### src/hdl/field_cfg_pkg.sv
package field_cfg_pkg;
  // ==========================================================================
  // Register word indices (byte address divided by four)
  localparam int          ADDR_W             = 8;
  localparam int          ID_MAX_BYTES       = 10;
  localparam logic [4:0]  IDX_COLL_LEVEL     = 5'h16;
  localparam logic [4:0]  IDX_TARGET_ID      = 5'h17;
  localparam logic [4:0]  IDX_WAKEUP_SDD     = 5'h18;
  localparam logic [4:0]  IDX_TARGET_STATUS  = 5'h19;
  localparam logic [4:0]  IDX_IRQ_STATUS     = 5'h1C;
  localparam logic [4:0]  IDX_IRQ_ENABLE     = 5'h1D;
  localparam logic [4:0]  IDX_IRQ_CLEAR      = 5'h1E;
  localparam logic [4:0]  IDX_ID_LOADED      = 5'h1F;
  // ==========================================================================
  // Field positions and reset values
  localparam int          CLKEX_DIS_BIT      = 7;
  localparam int          SDD_EN_BIT         = 5;
  localparam int          EXT_RANGE_BIT      = 3;
  localparam int          WAKE_CMP_BIT       = 7;
  localparam int          COLL_CMP_BIT       = 6;
  localparam int          IDSIZE_LSB         = 6;
  localparam logic [7:0]  REG_RESET          = 8'h00;
  localparam logic [1:0]  IDSIZE_4           = 2'h0;
  localparam logic [1:0]  IDSIZE_7           = 2'h1;
  localparam logic [1:0]  IDSIZE_10          = 2'h2;
  localparam logic [3:0]  IDLEN_4            = 4'h4;
  localparam logic [3:0]  IDLEN_7            = 4'h7;
  localparam logic [3:0]  IDLEN_10           = 4'hA;
  localparam logic [2:0]  LEVEL_OFF          = 3'h0;
  // Interrupt event bits
  localparam int          EV_WAKE            = 0;
  localparam int          EV_COLL            = 1;
  localparam int          EV_ID_DONE         = 2;
  localparam int          EV_BAD_SIZE        = 3;
  localparam int          EV_N               = 4;
  // AHB encodings
  localparam logic [1:0]  HTRANS_NONSEQ      = 2'h2;
  localparam logic [2:0]  HSIZE_WORD         = 3'h2;
endpackage

### src/hdl/field_cfg_regs.sv
// The implementer's own choice: the AHB-Lite interface to the registers.
`timescale 1ns/1ns
module field_cfg_regs
  import field_cfg_pkg::*;
#(
  parameter int ID_BYTES = field_cfg_pkg::ID_MAX_BYTES
) (
  input  wire logic                     clk_in,
  input  wire logic                     rst_in,
  input  wire logic                     supply_por_in,
  input  wire logic                     chip_en_in,
  input  wire logic                     hsel_in,
  input  wire logic [31:0]              haddr_in,
  input  wire logic [1:0]               htrans_in,
  input  wire logic                     hwrite_in,
  input  wire logic [2:0]               hsize_in,
  input  wire logic [31:0]              hwdata_in,
  input  wire logic                     hready_in,
  output logic      [31:0]              hrdata_out,
  output logic                          hreadyout_out,
  output logic                          hresp_out,
  input  wire logic                     wakeup_comparator_in,
  input  wire logic                     collision_comparator_in,
  output logic                          clock_extract_off_out,
  output logic      [2:0]               collision_level_out,
  output logic      [2:0]               wakeup_level_out,
  output logic                          wakeup_detect_on_out,
  output logic                          extended_field_range_out,
  output logic                          sdd_enable_out,
  output logic      [3:0]               id_length_out,
  output logic      [8*ID_BYTES-1:0]    target_id_out,
  output logic                          irq_out
);
  import field_cfg_pkg::*;

  // Elaboration check: the store must take the longest identifier
  if (ID_BYTES < ID_MAX_BYTES) begin : g_id_bytes_check
    $error("ID_BYTES must hold a 10-byte identifier");
  end

  // ==========================================================================
  // Pin synchronisers (two stages, first stage read only by the second)
  logic [3:0] sync1_r;
  logic [3:0] sync2_r;
  always_ff @(posedge clk_in) begin
    sync1_r <= {supply_por_in, chip_en_in, wakeup_comparator_in, collision_comparator_in};
    sync2_r <= sync1_r;
  end
  logic por_s;
  logic en_s;
  logic wake_cmp_s;
  logic coll_cmp_s;
  assign por_s      = sync2_r[3];
  assign en_s       = sync2_r[2];
  assign wake_cmp_s = sync2_r[1];
  assign coll_cmp_s = sync2_r[0];

  // Ordinary registers clear on POR while enable is low; the retained one on POR alone
  logic ord_clear;
  logic ret_clear;
  assign ord_clear = rst_in || (por_s && !en_s);
  assign ret_clear = rst_in || por_s;

  // ==========================================================================
  // AHB-Lite address phase capture
  logic        ph_valid_r,  ph_valid_nxt;
  logic        ph_write_r,  ph_write_nxt;
  logic [4:0]  ph_idx_r,    ph_idx_nxt;
  always_comb begin
    ph_valid_nxt = 1'b0;
    ph_write_nxt = ph_write_r;
    ph_idx_nxt   = ph_idx_r;
    if (hsel_in && hready_in && htrans_in[1]) begin
      ph_valid_nxt = (hsize_in == HSIZE_WORD) || 1'b1;
      ph_write_nxt = hwrite_in;
      ph_idx_nxt   = haddr_in[6:2];
    end
  end
  always_ff @(posedge clk_in) begin
    if (rst_in) begin
      ph_valid_r <= 1'b0;
      ph_write_r <= 1'b0;
      ph_idx_r   <= 5'h00;
    end else begin
      ph_valid_r <= ph_valid_nxt;
      ph_write_r <= ph_write_nxt;
      ph_idx_r   <= ph_idx_nxt;
    end
  end
  logic wr_en;
  logic rd_en;
  assign wr_en = ph_valid_r && ph_write_r;
  assign rd_en = ph_valid_r && !ph_write_r;
  // Zero wait states, always OKAY
  assign hreadyout_out = 1'b1;
  assign hresp_out     = 1'b0;

  // ==========================================================================
  // Configuration registers
  logic [7:0] coll_r, coll_nxt;
  logic [7:0] wake_r, wake_nxt;
  always_comb begin
    coll_nxt = coll_r;
    wake_nxt = wake_r;
    if (wr_en && ph_idx_r == IDX_COLL_LEVEL) begin
      coll_nxt = hwdata_in[7:0];
    end
    if (wr_en && ph_idx_r == IDX_WAKEUP_SDD) begin
      wake_nxt = hwdata_in[7:0];
    end
  end
  always_ff @(posedge clk_in) begin
    if (ord_clear) begin
      coll_r <= REG_RESET;
    end else begin
      coll_r <= coll_nxt;
    end
  end
  // Retained register: enable low does not touch it
  always_ff @(posedge clk_in) begin
    if (ret_clear) begin
      wake_r <= REG_RESET;
    end else begin
      wake_r <= wake_nxt;
    end
  end

  // ==========================================================================
  // Identifier shift store: each write to the ID port appends one byte
  logic [8*ID_BYTES-1:0] id_r, id_nxt;
  logic [3:0]            idcnt_r, idcnt_nxt;
  logic [3:0]            want_len;
  logic                  id_done;
  always_comb begin
    case (wake_r[IDSIZE_LSB +: 2])
      IDSIZE_4:  want_len = IDLEN_4;
      IDSIZE_7:  want_len = IDLEN_7;
      IDSIZE_10: want_len = IDLEN_10;
      default:   want_len = IDLEN_4;
    endcase
  end
  always_comb begin
    id_nxt    = id_r;
    idcnt_nxt = idcnt_r;
    id_done   = 1'b0;
    if (wr_en && ph_idx_r == IDX_TARGET_ID) begin
      id_nxt = {id_r[8*ID_BYTES-9:0], hwdata_in[7:0]};
      if (idcnt_r + 4'h1 >= want_len) begin
        idcnt_nxt = 4'h0;
        id_done   = 1'b1;
      end else begin
        idcnt_nxt = idcnt_r + 4'h1;
      end
    end else if (wr_en && ph_idx_r == IDX_WAKEUP_SDD) begin
      idcnt_nxt = 4'h0;
    end
  end
  always_ff @(posedge clk_in) begin
    if (ord_clear) begin
      id_r    <= '0;
      idcnt_r <= 4'h0;
    end else begin
      id_r    <= id_nxt;
      idcnt_r <= idcnt_nxt;
    end
  end

  // ==========================================================================
  // Outputs to the RF front end and SDD engine
  logic wake_on;
  assign wake_on = (wake_r[2:0] != LEVEL_OFF);
  always_ff @(posedge clk_in) begin
    if (ord_clear) begin
      clock_extract_off_out <= 1'b0;
      collision_level_out   <= LEVEL_OFF;
      target_id_out         <= '0;
    end else begin
      clock_extract_off_out <= coll_r[CLKEX_DIS_BIT];
      collision_level_out   <= coll_r[2:0];
      target_id_out         <= id_r;
    end
  end
  always_ff @(posedge clk_in) begin
    if (ret_clear) begin
      wakeup_level_out         <= LEVEL_OFF;
      wakeup_detect_on_out     <= 1'b0;
      extended_field_range_out <= 1'b0;
      sdd_enable_out           <= 1'b0;
      id_length_out            <= IDLEN_4;
    end else begin
      wakeup_level_out         <= wake_r[2:0];
      wakeup_detect_on_out     <= wake_on;
      extended_field_range_out <= wake_r[EXT_RANGE_BIT];
      sdd_enable_out           <= wake_r[SDD_EN_BIT];
      id_length_out            <= want_len;
    end
  end

  // Live comparator view; wake comparator masked when detection off
  logic [7:0] tstat;
  always_comb begin
    tstat               = 8'h00;
    tstat[WAKE_CMP_BIT] = wake_cmp_s && wake_on;
    tstat[COLL_CMP_BIT] = coll_cmp_s;
  end

  // ==========================================================================
  // Interrupts: sticky status, set wins over clear
  logic [EV_N-1:0] ist_r, ist_nxt;
  logic [EV_N-1:0] ien_r, ien_nxt;
  logic [1:0]      cmp_d_r;
  logic [EV_N-1:0] ev;
  always_comb begin
    ev              = '0;
    ev[EV_WAKE]     = tstat[WAKE_CMP_BIT] && !cmp_d_r[1];
    ev[EV_COLL]     = tstat[COLL_CMP_BIT] && !cmp_d_r[0];
    ev[EV_ID_DONE]  = id_done;
    ev[EV_BAD_SIZE] = wr_en && ph_idx_r == IDX_WAKEUP_SDD && hwdata_in[7:6] == 2'h3;
    ist_nxt = ist_r;
    ien_nxt = ien_r;
    if (wr_en && ph_idx_r == IDX_IRQ_CLEAR) begin
      ist_nxt = ist_r & ~hwdata_in[EV_N-1:0];
    end
    if (wr_en && ph_idx_r == IDX_IRQ_ENABLE) begin
      ien_nxt = hwdata_in[EV_N-1:0];
    end
    ist_nxt = ist_nxt | ev;
  end
  always_ff @(posedge clk_in) begin
    if (ord_clear) begin
      ist_r   <= '0;
      ien_r   <= '0;
      cmp_d_r <= 2'h0;
      irq_out <= 1'b0;
    end else begin
      ist_r   <= ist_nxt;
      ien_r   <= ien_nxt;
      cmp_d_r <= {tstat[WAKE_CMP_BIT], tstat[COLL_CMP_BIT]};
      irq_out <= |(ist_nxt & ien_nxt);
    end
  end

  // ==========================================================================
  // Read data: registered in the address phase so it stands in the data phase
  logic [31:0] rdata_nxt;
  always_comb begin
    rdata_nxt = 32'h0000_0000;
    case (haddr_in[6:2])
      IDX_COLL_LEVEL:    rdata_nxt[7:0] = coll_r;
      IDX_TARGET_ID:     rdata_nxt[7:0] = id_r[7:0];
      IDX_WAKEUP_SDD:    rdata_nxt[7:0] = wake_r;
      IDX_TARGET_STATUS: rdata_nxt[7:0] = tstat;
      IDX_IRQ_STATUS:    rdata_nxt[EV_N-1:0] = ist_nxt;
      IDX_IRQ_ENABLE:    rdata_nxt[EV_N-1:0] = ien_nxt;
      IDX_ID_LOADED:     rdata_nxt[3:0] = idcnt_nxt;
      default:           rdata_nxt = 32'h0000_0000;
    endcase
  end
  always_ff @(posedge clk_in) begin
    if (rst_in) begin
      hrdata_out <= 32'h0000_0000;
    end else if (hsel_in && hready_in && htrans_in[1] && !hwrite_in) begin
      hrdata_out <= rdata_nxt;
    end
  end

  // ==========================================================================
  // Checks
  a_coll_por_clear: assert property (@(posedge clk_in) disable iff (rst_in)
    (por_s && !en_s) |=> coll_r == REG_RESET)
    else $error("collision level not cleared");
  a_wake_kept_en: assert property (@(posedge clk_in) disable iff (rst_in)
    (!por_s && !en_s && !(wr_en && ph_idx_r == IDX_WAKEUP_SDD)) |=> $stable(wake_r))
    else $error("wake-up register changed on enable low");
  a_clkex_follow: assert property (@(posedge clk_in) disable iff (ord_clear)
    ##1 clock_extract_off_out == $past(coll_r[CLKEX_DIS_BIT]))
    else $error("clock extractor off wrong");
  a_coll_level: assert property (@(posedge clk_in) disable iff (ord_clear)
    ##1 collision_level_out == $past(coll_r[2:0]))
    else $error("collision level wrong");
  // Status bits trail their pins by exactly the two synchroniser stages
  a_coll_status: assert property (@(posedge clk_in) disable iff (rst_in)
    tstat[COLL_CMP_BIT] == $past(collision_comparator_in, 2))
    else $error("collision status not live");
  a_wake_status: assert property (@(posedge clk_in) disable iff (rst_in)
    tstat[WAKE_CMP_BIT] == ($past(wakeup_comparator_in, 2) && wake_r[2:0] != LEVEL_OFF))
    else $error("wake status not live");
  a_wake_off: assert property (@(posedge clk_in) disable iff (rst_in)
    (wake_r[2:0] == LEVEL_OFF) |=> !wakeup_detect_on_out)
    else $error("wake detect not off");
  a_id_len_map: assert property (@(posedge clk_in) disable iff (ret_clear)
    wake_r[7:6] == IDSIZE_7 ##1 wake_r[7:6] == IDSIZE_7 |-> id_length_out == IDLEN_7)
    else $error("id length map wrong");
  a_sdd_enable: assert property (@(posedge clk_in) disable iff (ret_clear)
    ##1 sdd_enable_out == $past(wake_r[SDD_EN_BIT]))
    else $error("sdd enable wrong");
  a_ext_range: assert property (@(posedge clk_in) disable iff (ret_clear)
    ##1 extended_field_range_out == $past(wake_r[EXT_RANGE_BIT]))
    else $error("range bit wrong");
  a_spare_store: assert property (@(posedge clk_in) disable iff (ord_clear)
    (wr_en && ph_idx_r == IDX_COLL_LEVEL) |=> coll_r[6:3] == $past(hwdata_in[6:3]))
    else $error("spare bits not stored");
  a_id_shift: assert property (@(posedge clk_in) disable iff (ord_clear)
    (wr_en && ph_idx_r == IDX_TARGET_ID) |=> id_r[7:0] == $past(hwdata_in[7:0]))
    else $error("id byte not stored");
endmodule

### config.mk
export PLATFORM = sky130hd
export DESIGN_NAME = field_cfg_regs
export DESIGN_NICKNAME = d
export VERILOG_FILES = /design/src/hdl/field_cfg_pkg.sv /design/src/hdl/field_cfg_regs.sv
export SDC_FILE = /design/constraint.sdc
export NUM_CORES = 1
export LEC_CHECK = 0
export ABC_AREA = 1
export BUFFER_PORTS_ARGS = -buffer_cell sky130_fd_sc_hd__buf_2
export CAP_MARGIN = 5
export CORE_ASPECT_RATIO = 1.75
export CORE_MARGIN = 10
export CORE_UTILIZATION = 45
export DETAILED_ROUTE_END_ITERATION = 8
export PLACE_DENSITY = 0.66
export SYNTH_ARGS = -nofsm -noshare
export SYNTH_HDL_FRONTEND = slang
export SYNTH_SLANG_ARGS = --single-unit
export TNS_END_PERCENT = 5
### constraint.sdc
create_clock -name clk_in -period 3.9 [get_ports clk_in]
set_input_delay 0.39 -clock clk_in [delete_from_list [all_inputs] [get_ports clk_in]]
set_output_delay 0.39 -clock clk_in [all_outputs]
set_load 0.005 [all_outputs]
==> impl_metrics.csv <==
group,metric,value,unit
cts,cts_buffers,21,
power,power_frac_seq,0.516,
placed_design,globalplace.congestion,0.964,
cells_and_area,n_fill_cell,1658,
placed_design,dpl.hpwl,12.9,mm
floorplanning,die_x,119,um
synthesis,synth_cell_types,29,
grt,grt_antenna_before_repair,0,
floorplanning,die_area,23200,um^2
grt,overflow,0,
floorplanning,io_pins,207,
cts,htreeDepth,1,
worst_setup_path,cp-start-kind,"flip-flop",
cells_and_area,seq_area,4560,um^2
cells_and_area,drive_gt1_frac,0.161,
power,p_switching,962,uW
worst_setup_path,required,4.33,ns
cells_and_area,multi_input_area,2460,um^2
timing,report.final.slew_viol_count,0,
synthesis,synth_seq_cells,228,
drt,wl_met2,9.27,mm
cts,cts_sinks,228,
drt,dr.pass1.iters,4,
timing,hold_slack,0.178,ns
power,swShare,0.212,
placed_design,port_buffers,125,
drt,via_count,5940,
grt,grt_pass1_vias,5798,
timing,fin_setup_tns,0,ns
cells_and_area,nets,1139,
drt,m1WireLength,7.33,mm
job,cap_violations,0,
worst_setup_path,cp_max_fo,6,
drt,wl_met3,1.04,mm
timing,hold_violations,0,
placed_design,dp_slack,1.73,ns
worst_setup_path,end_kind,"flip-flop",
synthesis,yosysSeqAreaShare,0.586,
synthesis,synth_top_cell_area_share,0.586,
timing,setup_viol,0,
timing,clock_skew,0.0177,ns
synthesis,yosysWarnings,0,
drt,ant_nets,0,
worst_hold_path,min_path_type,"input port to flip-flop",
run_status,status,"completed",
power,pwr-share-comb,0.031,
timing,worstMarginPinSlew,1.07,ns
cts,clkLatencyLatePin,0.50,ns
grt,grt_max_degree,100,
synthesis,yosys.cell_count.top_type,"dfxtp_1",
worst_setup_path,worstPathArrival,2.62,ns
grt,grt_pass1_wl,29.2,mm
placed_design,dp.cells,1253,
timing,relSlewSlack,0.286,
synthesis,synth_edf_count,0,
synthesis,netlist_area,7790,um^2
drt,avgViaCountPerCell,4.59,
drt,wire_per_inst,14.2,um
cts,root_buffer,"clkbuf_16",
timing,fin_crit_sh,0.561,
drt,drc,0,
synthesis,synth_largest_area_cell,"dfxtp_1",
floorplanning,die_y,194,um
drt,dr.max_layer_used,"met4",
floorplanning,floorplan.core_area,16900,um^2
power,ir_drop,0.316,mV
drt,first_iter_violations,276,
timing,min_period,2.19,ns
synthesis,async_reset_ff_frac,0,
power,p_leak,4.00,nW
floorplanning,placementRows,63,
synthesis,synth-main-ff-cell,"dfxtp_1",
worst_setup_path,crit_type,"flip-flop to flip-flop",
cts,clk_pin_slew,0.07,ns
drt,wirelength,18.3,mm
synthesis,netlist_instances,938,
synthesis,synthTopCellsByArea,"dfxtp_1 59%, nor2_1 6.9%, a21oi_1 6.6%",
cells_and_area,areaGrowthSynthToFinish,18.2,%
power,internal-power,3.57,mW
cells_and_area,diodes,0,
cts,cts_tree,"built",
timing,final.setup.worst_slack,1.71,ns
power,p_clk_frac,0.453,
cells_and_area,final_cells,1294,
synthesis,synth_common_cells,"228 x dfxtp_1, 143 x nor2_1, 132 x inv_1, 102 x a21oi_1",
power,power.density,492,nW/um^2
cts,cts_buffer_depth,3,
synthesis,syn_area_per_cell,8.31,um^2
timing,fmax,457,MHz
timing,rsz0062_at_grt,"false",
floorplanning,start_util,0.460,
grt,grt_usage,0.152,
-- placed cells by master, fill, tap and decap left out, types with 2 or more instances in the layout --
| master | synthesis | layout |
|---|---|---|
| clkbuf_16 | 0 | 21 |
| inv_1 | 132 | 132 |
| inv_2 | 3 | 3 |
| a22o_1 | 3 | 3 |
| a31oi_1 | 2 | 2 |
| nand2_1 | 96 | 96 |
| buf_4 | 26 | 4 |
| nand3_1 | 28 | 28 |
| o21ai_0 | 96 | 96 |
| ha_1 | 8 | 8 |
| nand4_1 | 6 | 6 |
| o21ai_1 | 11 | 11 |
| a21oi_1 | 102 | 102 |
| clkinv_2 | 0 | 6 |
| nor2_1 | 143 | 143 |
| clkbuf_8 | 0 | 4 |
| dfxtp_1 | 228 | 228 |
| buf_2 | 7 | 125 |
| conb_1 | 2 | 26 |
| bufinv_16 | 0 | 2 |
| clkbuf_1 | 32 | 2 |
| dlygate4sd3_1 | 0 | 4 |
| nor2_4 | 2 | 2 |
-- final timing paths --
| kind | from | endpoint | slack, ns | depth (start not counted) |
|---|---|---|---|---|
| worst max-delay path | idcnt_r[0]$_SDFF_PP0_ | hrdata_out[1]$_SDFFE_PP0P_ | 1.71 | 13 |
| worst min-delay path | hwdata_in[5] | coll_r[5]$_SDFFE_PP0P_ | 0.18 | 3 |
| worst max register to register | idcnt_r[0]$_SDFF_PP0_ | hrdata_out[1]$_SDFFE_PP0P_ | 1.71 | 13 |
| worst min register to register | sync1_r[0]$_DFF_P_ | sync2_r[0]$_DFF_P_ | 0.33 | 0 |
-- per-layer routing --
layer | vias to the layer above | GRT usage
li1 | 3122 | -
met1 | 2633 | 0.161
met2 | 149 | 0.273
met3 | 36 | 0.0356
met4 | 0 | 0.0716
met5 | - | 0
-- metrics by stage --
step	area [um^2]	power, mW	util
after global routing	9210	4.70	0.544
after detailed placement	8480	2.53	0.500
after CTS	9210	4.60	0.544
final	9210	4.54	0.544
after global placement	8480	2.53	0.500
after floorplan	7880	2.51	-
-- flip-flops by register name, indices dropped and copies added, names as in the netlist --
register                  flops
id_length_out                 4
extended_field_range_out      1
hrdata_out                    8
ist_r                         4
clock_extract_off_out         1
collision_level_out           3
ien_r                         4
ph_write_r                    1
target_id_out                80
sync2_r                       4
irq_out                       1
wakeup_level_out              3
sync1_r                       4
wake_r                        8
ph_idx_r                      5
idcnt_r                       4
cmp_d_r                       2
ph_valid_r                    1
wakeup_detect_on_out          1
sdd_enable_out                1
coll_r                        8
id_r                         80
-- critical path: stages, from the launching register on --
cell	delay, ns
dfxtp_1	0.44
ha_1	0.21
nor2_1	0.04
nor2_1	0.20
ha_1	0.28
nand2_1	0.06
inv_1	0.04
nand2_1	0.06
nand3_1	0.11
o21ai_0	0.31
nand2_1	0.16
nand2_1	0.10
nand2_1	0.05
nand2_1	0.05
-- logic make-up after synthesis --
kind of cell               Yosys count  share of synthesized area
DFF                                228                      0.586
AOI/OAI and AO/OA                  218                      0.144
and+or+nand+nor                    281                      0.146
buffers and inverters              201                      0.110
adders and majority gates            8                     0.0128
other                                2                   0.000964
-- power groups by stage --
stage	Clock [mW]	Combinational (mW)	Sequential [mW]
6_report	2.05	0.142	2.34
2_1_floorplan	0	0.113	2.39
3_3_place_gp	0	0.137	2.39
4_1_cts	2.11	0.140	2.34
5_1_grt	2.20	0.160	2.34
3_5_place_dp	0	0.136	2.39
-- area by class of cell --
| type | count | area share |
|---|---|---|
| tap | 227 | 0.0308 |
| inverter | 136 | 0.0554 |
| multi-input combinational | 533 | 0.267 |
| clock inverter | 10 | 0.0117 |
| timing repair buffer | 133 | 0.0755 |
| clock buffer | 27 | 0.0638 |
| sequential | 228 | 0.496 |
-- timing repair --
action,in CTS,in global routing
hold buffers,4,0
setup buffers,0,0
gates resized for setup,0,0
hold endpoints to repair,4,0
No activity file was read; power rests on OpenSTA's default activity.
